[src/tpg_cfg.svh]
`ifndef TPG_CFG_SVH
`define TPG_CFG_SVH
`define TPG_CLK_MHZ 25
// minimum level width on any command line, ns
`define TPG_MIN_PULSE_NS 500
`define TPG_MIN_PULSE_CYC ((`TPG_MIN_PULSE_NS * `TPG_CLK_MHZ + 999) / 1000)
// dead time with both commands of a phase low, ns
`define TPG_DEAD_NS 1500
`define TPG_DEAD_CYC ((`TPG_DEAD_NS * `TPG_CLK_MHZ + 999) / 1000)
// highest carrier frequency, kHz; period floor in cycles
`define TPG_CARRIER_MAX_KHZ 20
`define TPG_PERIOD_MIN_CYC \
  ((`TPG_CLK_MHZ * 1000 + `TPG_CARRIER_MAX_KHZ - 1) / `TPG_CARRIER_MAX_KHZ)
// worst-case overcurrent hold time, ns; commands must drop well inside it
`define TPG_HOLD_MIN_NS 15000
`define TPG_HOLD_MIN_CYC ((`TPG_HOLD_MIN_NS * `TPG_CLK_MHZ) / 1000)
// restart lockout after a fault stop, ms
`define TPG_RESTART_MS 2000
`define TPG_RESTART_CYC (`TPG_RESTART_MS * `TPG_CLK_MHZ * 1000)
// shortest low pulse the middle shutdown honours on the shared line, ns
`define TPG_SD_FILTER_NS 300
`define TPG_SD_FILTER_CYC ((`TPG_SD_FILTER_NS * `TPG_CLK_MHZ + 999) / 1000)
`endif

[src/tpg_pkg.sv]
package tpg_pkg;
  typedef struct packed {
    logic [2:0] high;
    logic [2:0] low;
  } tpg_cmd_s;
  typedef enum logic [1:0] {
    TPG_IDLE,
    TPG_RUN,
    TPG_FAULT,
    TPG_WAIT
  } tpg_state_e;
endpackage

[src/tpg_host.sv]
`timescale 1ns/1ns
`include "tpg_cfg.svh"
// Contract
// RQ1 - commands are active high: high means on
// RQ2 - every command level held at least 0.5 us
// RQ3 - 1.5 us both-low dead time per phase
// RQ4 - carrier frequency at most 20 kHz
// RQ5 - command lines always driven, never floating
// RQ6 - outer fault pins open drain, low shuts down
// RQ7 - drop all commands within 15 us hold
// RQ8 - stop driving immediately on fault seen
// RQ9 - wait 2 s before resuming after fault
// RQ10 - middle shutdown filters lows under 300 ns
// RQ11 - middle shutdown tied to both fault pins
// RQ12 - fault line low keeps all phases off
// RQ13 - overcurrent holds fault low about 26 us
// RQ14 - high gate follows command edges
// RQ15 - synchronise fault line, latch until cleared
module tpg_host
  import tpg_pkg::*;
#(
  parameter int unsigned RESTART_CYC = `TPG_RESTART_CYC
)
(
  // clock and reset
  input wire logic CLK,
  input wire logic RST,
  // user side and command outputs
  input wire logic ENABLE,
  input wire logic [15:0] PERIOD,
  input wire logic [15:0] DUTY_U,
  input wire logic [15:0] DUTY_V,
  input wire logic [15:0] DUTY_W,
  input wire logic SHUTDOWN_REQ,
  input wire logic FAULT_CLEAR,
  output tpg_cmd_s CMD,
  output logic FAULT_LATCHED,
  output logic RESTART_BLOCKED,
  output logic RUNNING,
  // shared fault line, open drain
  input wire logic FAULT_LINE_IN,
  output logic FAULT_LINE_OUT,
  output logic FAULT_LINE_OE
);
  localparam int unsigned DEAD = `TPG_DEAD_CYC;
  localparam int unsigned MINP = `TPG_MIN_PULSE_CYC;
  localparam int unsigned PMIN = `TPG_PERIOD_MIN_CYC;

  logic sync1_reg, sync2_reg;
  tpg_state_e state_reg, state_next;
  logic [15:0] cnt_reg, per_reg;
  logic [31:0] wait_reg;
  logic [2:0] hi_reg, lo_reg;
  logic [2:0] hi_want, lo_want;
  logic [7:0] dead_reg [3];
  logic [7:0] hold_reg [6];
  logic flt_reg, blk_reg, run_reg, sdo_reg;
  logic stop;

  // only the second stage is looked at; the first may be metastable
  always_ff @(posedge CLK)
  begin
    if (RST)
    begin
      sync1_reg <= 1'b1;
      sync2_reg <= 1'b1;
    end
    else
    begin
      sync1_reg <= FAULT_LINE_IN;
      sync2_reg <= sync1_reg;
    end
  end

  // latched fault: set beats clear in the same cycle
  always_ff @(posedge CLK)
  begin
    if (RST)
      flt_reg <= 1'b0;
    else if (!sync2_reg) // RQ15 RQ8
      flt_reg <= 1'b1;
    else if (FAULT_CLEAR && state_reg == TPG_WAIT && wait_reg == 32'h0)
      flt_reg <= 1'b0;
  end

  assign stop = !sync2_reg || flt_reg;

  // carrier period is clamped to the 20 kHz floor
  always_ff @(posedge CLK)
  begin
    if (RST)
    begin
      cnt_reg <= 16'h0000;
      per_reg <= 16'(PMIN);
    end
    else if (cnt_reg + 16'h0001 >= per_reg)
    begin
      cnt_reg <= 16'h0000;
      per_reg <= (PERIOD < 16'(PMIN)) ? 16'(PMIN) : PERIOD; // RQ4
    end
    else
      cnt_reg <= cnt_reg + 16'h0001;
  end

  always_comb
  begin
    state_next = state_reg;
    case (state_reg)
      TPG_IDLE:
        if (stop)
          state_next = TPG_FAULT;
        else if (ENABLE)
          state_next = TPG_RUN;
      TPG_RUN:
        if (stop)
          state_next = TPG_FAULT; // RQ8
        else if (!ENABLE)
          state_next = TPG_IDLE;
      TPG_FAULT:
        if (sync2_reg)
          state_next = TPG_WAIT;
      TPG_WAIT:
        if (!sync2_reg)
          state_next = TPG_FAULT;
        else if (!flt_reg)
          state_next = TPG_IDLE;
      default:
        state_next = TPG_IDLE;
    endcase
  end

  always_ff @(posedge CLK)
  begin
    if (RST)
      state_reg <= TPG_IDLE;
    else
      state_reg <= state_next;
  end

  // restart lockout counts from the line going high again
  always_ff @(posedge CLK)
  begin
    if (RST)
      wait_reg <= 32'h0;
    else if (state_reg == TPG_FAULT)
      wait_reg <= 32'(RESTART_CYC); // RQ9
    else if (wait_reg != 32'h0)
      wait_reg <= wait_reg - 32'h1;
  end

  always_comb
  begin
    for (int i = 0; i < 3; i++)
    begin
      hi_want[i] = 1'b0;
      lo_want[i] = 1'b0;
    end
    if (state_reg == TPG_RUN && !stop)
    begin
      hi_want[0] = cnt_reg < DUTY_U; // RQ1
      hi_want[1] = cnt_reg < DUTY_V;
      hi_want[2] = cnt_reg < DUTY_W;
      lo_want = ~hi_want;
    end
  end

  // per phase: dead time and minimum width, except a stop drops at once
  for (genvar p = 0; p < 3; p++)
  begin : g_ph
    always_ff @(posedge CLK)
    begin
      if (RST)
      begin
        hi_reg[p] <= 1'b0;
        lo_reg[p] <= 1'b0;
        dead_reg[p] <= 8'h00;
        hold_reg[p] <= 8'h00;
        hold_reg[p+3] <= 8'h00;
      end
      else if (stop)
      begin
        hi_reg[p] <= 1'b0; // RQ7 RQ8
        lo_reg[p] <= 1'b0;
        dead_reg[p] <= 8'(DEAD);
        hold_reg[p] <= 8'(MINP);
        hold_reg[p+3] <= 8'(MINP);
      end
      else
      begin
        if (hold_reg[p] != 8'h00)
          hold_reg[p] <= hold_reg[p] - 8'h01;
        if (hold_reg[p+3] != 8'h00)
          hold_reg[p+3] <= hold_reg[p+3] - 8'h01;
        if (dead_reg[p] != 8'h00)
          dead_reg[p] <= dead_reg[p] - 8'h01;
        if (hi_reg[p] && !hi_want[p] && hold_reg[p] == 8'h00)
        begin
          hi_reg[p] <= 1'b0; // RQ2
          hold_reg[p] <= 8'(MINP - 1);
          dead_reg[p] <= 8'(DEAD - 1); // RQ3
        end
        else if (lo_reg[p] && !lo_want[p] && hold_reg[p+3] == 8'h00)
        begin
          lo_reg[p] <= 1'b0;
          hold_reg[p+3] <= 8'(MINP - 1);
          dead_reg[p] <= 8'(DEAD - 1);
        end
        else if (!hi_reg[p] && !lo_reg[p] && dead_reg[p] == 8'h00)
        begin
          if (hi_want[p] && hold_reg[p] == 8'h00)
          begin
            hi_reg[p] <= 1'b1;
            hold_reg[p] <= 8'(MINP - 1);
          end
          else if (lo_want[p] && hold_reg[p+3] == 8'h00)
          begin
            lo_reg[p] <= 1'b1;
            hold_reg[p+3] <= 8'(MINP - 1);
          end
        end
      end
    end
  end

  // status and the host's own pull on the shared line
  always_ff @(posedge CLK)
  begin
    if (RST)
    begin
      blk_reg <= 1'b0;
      run_reg <= 1'b0;
      sdo_reg <= 1'b0;
    end
    else
    begin
      blk_reg <= state_reg == TPG_FAULT || wait_reg != 32'h0;
      run_reg <= state_reg == TPG_RUN;
      sdo_reg <= SHUTDOWN_REQ; // RQ6 RQ11
    end
  end

  // lines are always driven; the flops never go to z
  assign CMD.high = hi_reg; // RQ5
  assign CMD.low = lo_reg;
  assign FAULT_LATCHED = flt_reg;
  assign RESTART_BLOCKED = blk_reg;
  assign RUNNING = run_reg;
  assign FAULT_LINE_OUT = 1'b0;
  assign FAULT_LINE_OE = sdo_reg;

  for (genvar q = 0; q < 3; q++)
  begin : g_chk
    // run lengths of the both-low gap and of the high level, saturating
    logic [7:0] gap_cnt, wid_cnt;
    always_ff @(posedge CLK)
    begin
      if (RST)
        gap_cnt <= 8'hFF;
      else if (hi_reg[q] || lo_reg[q])
        gap_cnt <= 8'h00;
      else if (gap_cnt != 8'hFF)
        gap_cnt <= gap_cnt + 8'h01;
    end
    always_ff @(posedge CLK)
    begin
      if (RST || !hi_reg[q])
        wid_cnt <= 8'h00;
      else if (wid_cnt != 8'hFF)
        wid_cnt <= wid_cnt + 8'h01;
    end
    no_overlap_a: assert property (@(posedge CLK) disable iff (RST) // RQ3
      !(hi_reg[q] && lo_reg[q]))
      else $error("both commands of a phase on");
    dead_gap_a: assert property (@(posedge CLK) disable iff (RST) // RQ3
      ($rose(hi_reg[q]) || $rose(lo_reg[q])) |-> gap_cnt >= 8'(DEAD))
      else $error("dead time too short");
    min_width_a: assert property ( // RQ2
      @(posedge CLK) disable iff (RST || stop)
      $fell(hi_reg[q]) |-> wid_cnt >= 8'(MINP))
      else $error("command pulse too short");
  end
  fault_drop_a: assert property (@(posedge CLK) disable iff (RST) // RQ7
    !sync2_reg |=> (CMD.high == 3'h0 && CMD.low == 3'h0))
    else $error("commands not dropped on fault");
  fault_latch_a: assert property (@(posedge CLK) disable iff (RST) // RQ15
    !sync2_reg |=> flt_reg)
    else $error("fault not latched");
  sync_path_a: assert property (@(posedge CLK) disable iff (RST) // RQ15
    $fell(FAULT_LINE_IN) ##1 !FAULT_LINE_IN |=> !sync2_reg)
    else $error("fault synchroniser delay wrong");
  restart_lock_a: assert property (@(posedge CLK) disable iff (RST) // RQ9
    (state_reg == TPG_WAIT && wait_reg != 32'h0) |-> flt_reg)
    else $error("fault cleared during lockout");
  stop_run_a: assert property (@(posedge CLK) disable iff (RST) // RQ8
    (state_reg == TPG_FAULT) |-> (hi_reg == 3'h0 && lo_reg == 3'h0))
    else $error("driving while stopped");
endmodule

[config.mk]
export PLATFORM = sky130hd
export DESIGN_NAME = tpg_host
export DESIGN_NICKNAME = d
export VERILOG_FILES = /design/src/tpg_pkg.sv /design/src/tpg_host.sv
export VERILOG_INCLUDE_DIRS = /design/src /design/src/src
export SDC_FILE = /design/constraint.sdc
export NUM_CORES = 1
export LEC_CHECK = 0
export BUFFER_PORTS_ARGS = -buffer_cell sky130_fd_sc_hd__buf_2
export CAP_MARGIN = 20
export CORE_MARGIN = 8
export CORE_UTILIZATION = 53
export CTS_CLUSTER_SIZE = 28
export DETAILED_ROUTE_END_ITERATION = 10
export GPL_TIMING_DRIVEN = 0
export PLACE_DENSITY = 0.85
export SETUP_SLACK_MARGIN = 0.15
export SYNTH_ARGS = -nofsm -noshare
export SYNTH_HDL_FRONTEND = slang
export SYNTH_SLANG_ARGS = --single-unit
[constraint.sdc]
create_clock -name CLK -period 3.08 [get_ports CLK]
set_clock_uncertainty 0.05 [all_clocks]
set_input_delay 0 -clock CLK [delete_from_list [all_inputs] [get_ports CLK]]
set_output_delay 0 -clock CLK [all_outputs]
set_load 0.005 [all_outputs]
; Word level (Yosys, flattened, before mapping)
; Memory sizes are Yosys's and may differ from the RTL's.
; Cells that the tools add are included.
[totals]
reg_bits = 78
latch_bits = 0
ram_bits = 72
romBits = 0
input_bits = 70
output_inout_bits = 11
elab_cells = 349
n_memories = 2
[memory_table]
columns = memory, depth, width, rd, rd_clocked_by_memory_dff, write_ports, line
row1 = hold_reg, 6, 8, 6, 0, 6, tpg_host.sv:56  ; logic [7:0] hold_reg [6];
row2 = dead_reg, 3, 8, 3, 0, 3, tpg_host.sv:55  ; logic [7:0] dead_reg [3];
[classes]
add_sub_neg = 11
n_mul = 0
div_mod_pow = 0
magnitude_cmp = 5
n_eq_ne = 11
shifts = 0
n_mux = 176
n_bitwise = 43
n_reduce_logical = 84
[ops]
columns = op, n
row1 = $mux W8, 36
row2 = $mux W1, 127
row3 = $logic_not A8 Y1, 9
row4 = $reduce_bool A8 Y1, 9
row5 = $sub A8 B1 Y8 const B, 9
row6 = $mux W26, 2
row7 = $lt A16 B16 Y1, 3
row8 = $or A1 B1 Y1, 36
row9 = $logic_not A32 Y1, 1
row10 = $reduce_bool A32 Y1, 1
row11 = $sub A32 B1 Y32 const B, 1
row12 = $logic_and A1 B1 Y1, 27
row13 = $add A16 B1 Y16 const B, 1
row14 = $ge A16 B16 Y1, 1
row15 = $lt A16 B11 Y1 const B, 1
row16 = $mux W16, 1
row17 = $reduce_and A4 Y1, 4
row18 = $logic_not A1 Y1, 14
row19 = $mux W2, 7
row20 = $reduce_bool A2 Y1, 7
row21 = $ne A3 B3 Y1 const B, 3
row22 = $reduce_and A3 Y1, 3
row23 = $reduce_or A3 Y1, 3
row24 = $ne A2 B2 Y1 const B, 4
row25 = 10 further kinds, 20

; Longest topological paths before layout
[logic_depth]
depth_word = 15
ltp_mapped = 14

; Worst setup path after synthesis
; No wires, ideal clock.
[synth_timing]
kind = reg-to-reg
start = register cnt_reg[4]
end = register cnt_reg[10]
setup_time_ps = 128
t_arrival_ps = 3026
required_time_ps = 2902
slack_ps = -124
path_stages_with_launch = 14
synth_period_minus_slack_ps = 3204
path_cell_list = dfxtp_1 and3_1 and4_1 and3_1 xor2_1 ha_1 nand2_1 o21ai_0 a211o_1 a21oi_1 o31ai_2 or2_2 clkbuf_1 nor2b_1
[synth_between]
elab_chain_len = 3
[synth_lines]
columns = item, line
row1 = start: declaration, tpg_host.sv:51  ; logic [15:0] cnt_reg, per_reg;
row2 = start signal: assignment, tpg_host.sv:102  ; cnt_reg <= cnt_reg + 16'h0001;
row3 = $add A16 B1 Y16 (*), "tpg_host.sv:96, tpg_host.sv:102"
row4 = $ge A16 B16 Y1, tpg_host.sv:96  ; else if (cnt_reg + 16'h0001 >= per_reg)
row5 = $reduce_or A2 Y1 (no source line), n/a
; Every way passes the cells marked *; elsewhere a longest branch is shown, timed or not.
; A chain may end at the register's enable or synchronous reset.

; Worst setup path after layout
[layout_timing]
start = register cnt_reg[6]
end = register cnt_reg[8]
; The elaborated chain is that of the path after synthesis.

==> results.toml <==
[global_route]
grt_pass1_vias = 7814
grt_use_total_pct = 20.81
grt_max_degree = 17
grt_pass1_wl_microns = 37080
antenna_found_initial = 0
overflow = 0

[critical_path]
r2r_end = "cnt_reg[8]"
critPathKind = "reg -> reg"
critPathLaunch = "cnt_reg[6]"
regToRegSetupSlack_ns = -0.08
crit_fanout = 5
end_kind = "flip-flop"
crit_arrival_ns = 3.45
cp-start-kind = "flip-flop"
r2r_cells = 13
critPathRequiredTime_ns = 3.37
reg2reg_from = "cnt_reg[6]"

[logic_synthesis]
synth_most_common_cell = "nor2_1"
synth_top_area_share_pct = 23.78
synth_area_sq_um = 9091
yosys-top-cells-count = "nor2_1 (117), inv_1 (89), dfxtp_1 (78), ha_1 (77), edfxtp_1 (72)"
synth_area_leaders = "edfxtp_1 (24%), dfxtp_1 (17%), ha_1 (11%)"
syn_nets = 1149
ys_ff_latch = 150
synth_edf_count = 72
synth-async-reset-ratio_pct = 0
netlist.top_cell.by_area = "edfxtp_1"
ys_seq_area_share_pct = 40.96
syn_area_per_cell_sq_um = 9.073
synthCells = 1002
synth_ff_type = "dfxtp_1"
synth_cell_type_count = 69
ys_warn_count = 0

[drt]
drt-total-wl_microns = 25360
drt_pass1_iterations = 5
via_per_inst = 5.963
route.detailed.drc = 0
ant_nets = 0
vias = 8277
routedWlPerCell_microns = 18.27
drtIter0Drc = 688

[floorplan]
die_w_microns = 147.0
dieHeight_microns = 147.0
initial_core_util_pct = 53.30
coreArea_sq_um = 17060
pin_count = 81
die_area_sq_um = 21600
rows = 48

[hold_path]
holdPathEnd = "sync1_reg"
min_path_cells = 3
hold_class = "in -> reg"
min_from = "FAULT_LINE_IN"

[power_and_ir_drop]
finalPower_mw = 8.729
p_leak_nw = 4.880
seqPwrFrac_pct = 37.7
ir_drop_uv = 573.4
cellPowerDensity_nw_per_um2 = 766.6
clkPwrFrac_pct = 22.0
comb_power_share_pct = 40.3
p_int_mw = 5.452
p_switching_mw = 3.277
switching_share_pct = 37.54

[sta]
rsz0062_at_grt = "true"
worstMarginPinSlew_ns = 0.9122
report.final.setup_viol = 10
holdWs_ns = 0.2388
max-slew-margin-rel_pct = 39.18
fin_ws_ns = -0.08442
min_period_ns = 3.164
min_period_over_period_pct = 102.7
slew_viol_final = 0
fmax_mhz = 316.0
hold_viol = 0

[place]
preCtsSetupSlack_ns = -0.3822
numPortBuffers = 78
place_inst = 1305
place_congestion = 0.8288
dp_hpwl_microns = 15380

[layout]
syn_to_final_growth_pct = 25.25
largest_reg_flops = 48
stdcell_count = 1388
fill_cells = 1221
final_nets = 1300
drive_gt1_share_pct = 21.75
antenna_cells = 0

[clock_network]
cts_max_level = 4
tritoncts = "yes"
clk_latency_ns = 0.44
cts_sinks = 150
clockBufferDepth = 2
path_clk_slew_ns = 0.07
clock-root-buffer = "clkbuf_16"
cts_buffers = 17

[run_status]
status = "finished, violations left"
violations = "negative setup slack"

[flow_run]
drv_cap = 0
[cells in the final DEF (no fill, tap or decap), types with 8 or more instances in the layout]
| cell | n |
|---|---|
| or4_1 | 9 |
| dfxtp_1 | 62 |
| buf_2 | 80 |
| nor2_1 | 113 |
| o21ai_0 | 33 |
| xnor2_1 | 51 |
| edfxtp_1 | 72 |
| dfxtp_4 | 9 |
| nor3_1 | 44 |
| o31ai_1 | 8 |
| dlygate4sd3_1 | 20 |
| or3_1 | 14 |
| a211oi_1 | 8 |
| ha_4 | 9 |
| a21oi_1 | 49 |
| buf_4 | 27 |
| clkbuf_1 | 21 |
| nand3_1 | 19 |
| clkbuf_16 | 19 |
| nor2b_1 | 17 |
| xor2_1 | 36 |
| nand4_1 | 8 |
| ha_1 | 67 |
| nand2_1 | 59 |
| inv_1 | 89 |
| buf_6 | 10 |
| nor4_1 | 15 |
| nand2b_1 | 14 |
[worst max-delay path, cell delays in order (launching register included)]
cell and delay (ns):
dfxtp_4 0.37, and3_4 0.20, and4_4 0.24, and3_4 0.23, xor2_4 0.22, ha_4 0.26
a21oi_4 0.15, o21ai_2 0.08, a211o_1 0.29, a21oi_2 0.19, o31ai_4 0.15, or2_4 0.30
buf_8 0.15, nor2b_1 0.17
[power by group through the flow]
stage / clock [mW] / combinational, mW / sequential, mW
finish: 1.92 / 3.52 / 3.29
global route: 2.03 / 3.92 / 3.35
CTS: 1.91 / 3.37 / 3.26
detailed placement: 0 / 3.27 / 3.28
global placement: 0 / 3.15 / 3.26
floorplan: 0 / 2.70 / 3.17
[metal layers]
layer / share of wire (%) / track usage [%] / wire length [microns] / vias up
met5: 0 / 0 / 0 / -
met4: 4.7 / 9.689 / 1196 / 0
met3: 6.6 / 4.983 / 1682 / 113
met2: 51 / 35.41 / 12820 / 413
met1: 38 / 24.38 / 9665 / 3892
li1: - / - / - / 3859
[cells by family after synthesis]
group                    count (synthesis)  share of synthesized area [%]
XOR/XNOR                                92                          8.863
buffers and inverters                  117                          5.065
adder cells (fa/ha/maj)                 77                          10.60
other                                    1                        0.04125
multiplexers                             9                          1.005
AO/OA/AOI/OAI                          163                          11.26
flip-flops                             150                          40.96
AND/OR/NAND/NOR                        393                          22.21
[through the flow]
| step | setup TNS [ns] | instance area [sq um] | util (%) |
|---|---|---|---|
| floorplan | 0 | 9112 | - |
| global placement | -7.118 | 9784 | 57.37 |
| detailed placement | -10.85 | 9784 | 57.37 |
| CTS | 0 | 10810 | 63.39 |
| global route | -1.552 | 11390 | 66.76 |
| finish | -0.3833 | 11390 | 66.76 |
[final cells by class]
cell class / instances / area (sq um) / share of cell area, %
plain buffers: 27 / 153.9 / 1.351
flip-flops and latches: 150 / 3766 / 33.07
multi-input cells: 735 / 5411 / 47.52
inverters: 89 / 334.1 / 2.934
clock buffers: 26 / 510.5 / 4.483
well taps: 225 / 281.5 / 2.472
repair buffers: 133 / 909.6 / 7.988
clock inverters: 3 / 20.02 / 0.1758
[how the worst max path moves through the flow]
stage / slack [ns] / endpoint / depth (start not counted)
final: -0.08 / cnt_reg[8] / 13
after global routing: -0.16 / cnt_reg[2] / 13
after CTS: 0.12 / hold_reg[4][1] / 9
after detailed placement: -0.38 / cnt_reg[4] / 14
after global placement: -0.26 / cnt_reg[9] / 14
after floorplan: 0.19 / cnt_reg[4] / 13
[what timing repair did]
item,in CTS,in global routing
pin swaps,12,25
gates cloned,1,1
gates resized for setup,42,95
setup buffers,20,13
hold buffers,20,0
setup endpoints to repair,73,110
endpoints found under the hold margin,20,0
Power figures use the tool's default switching activity.
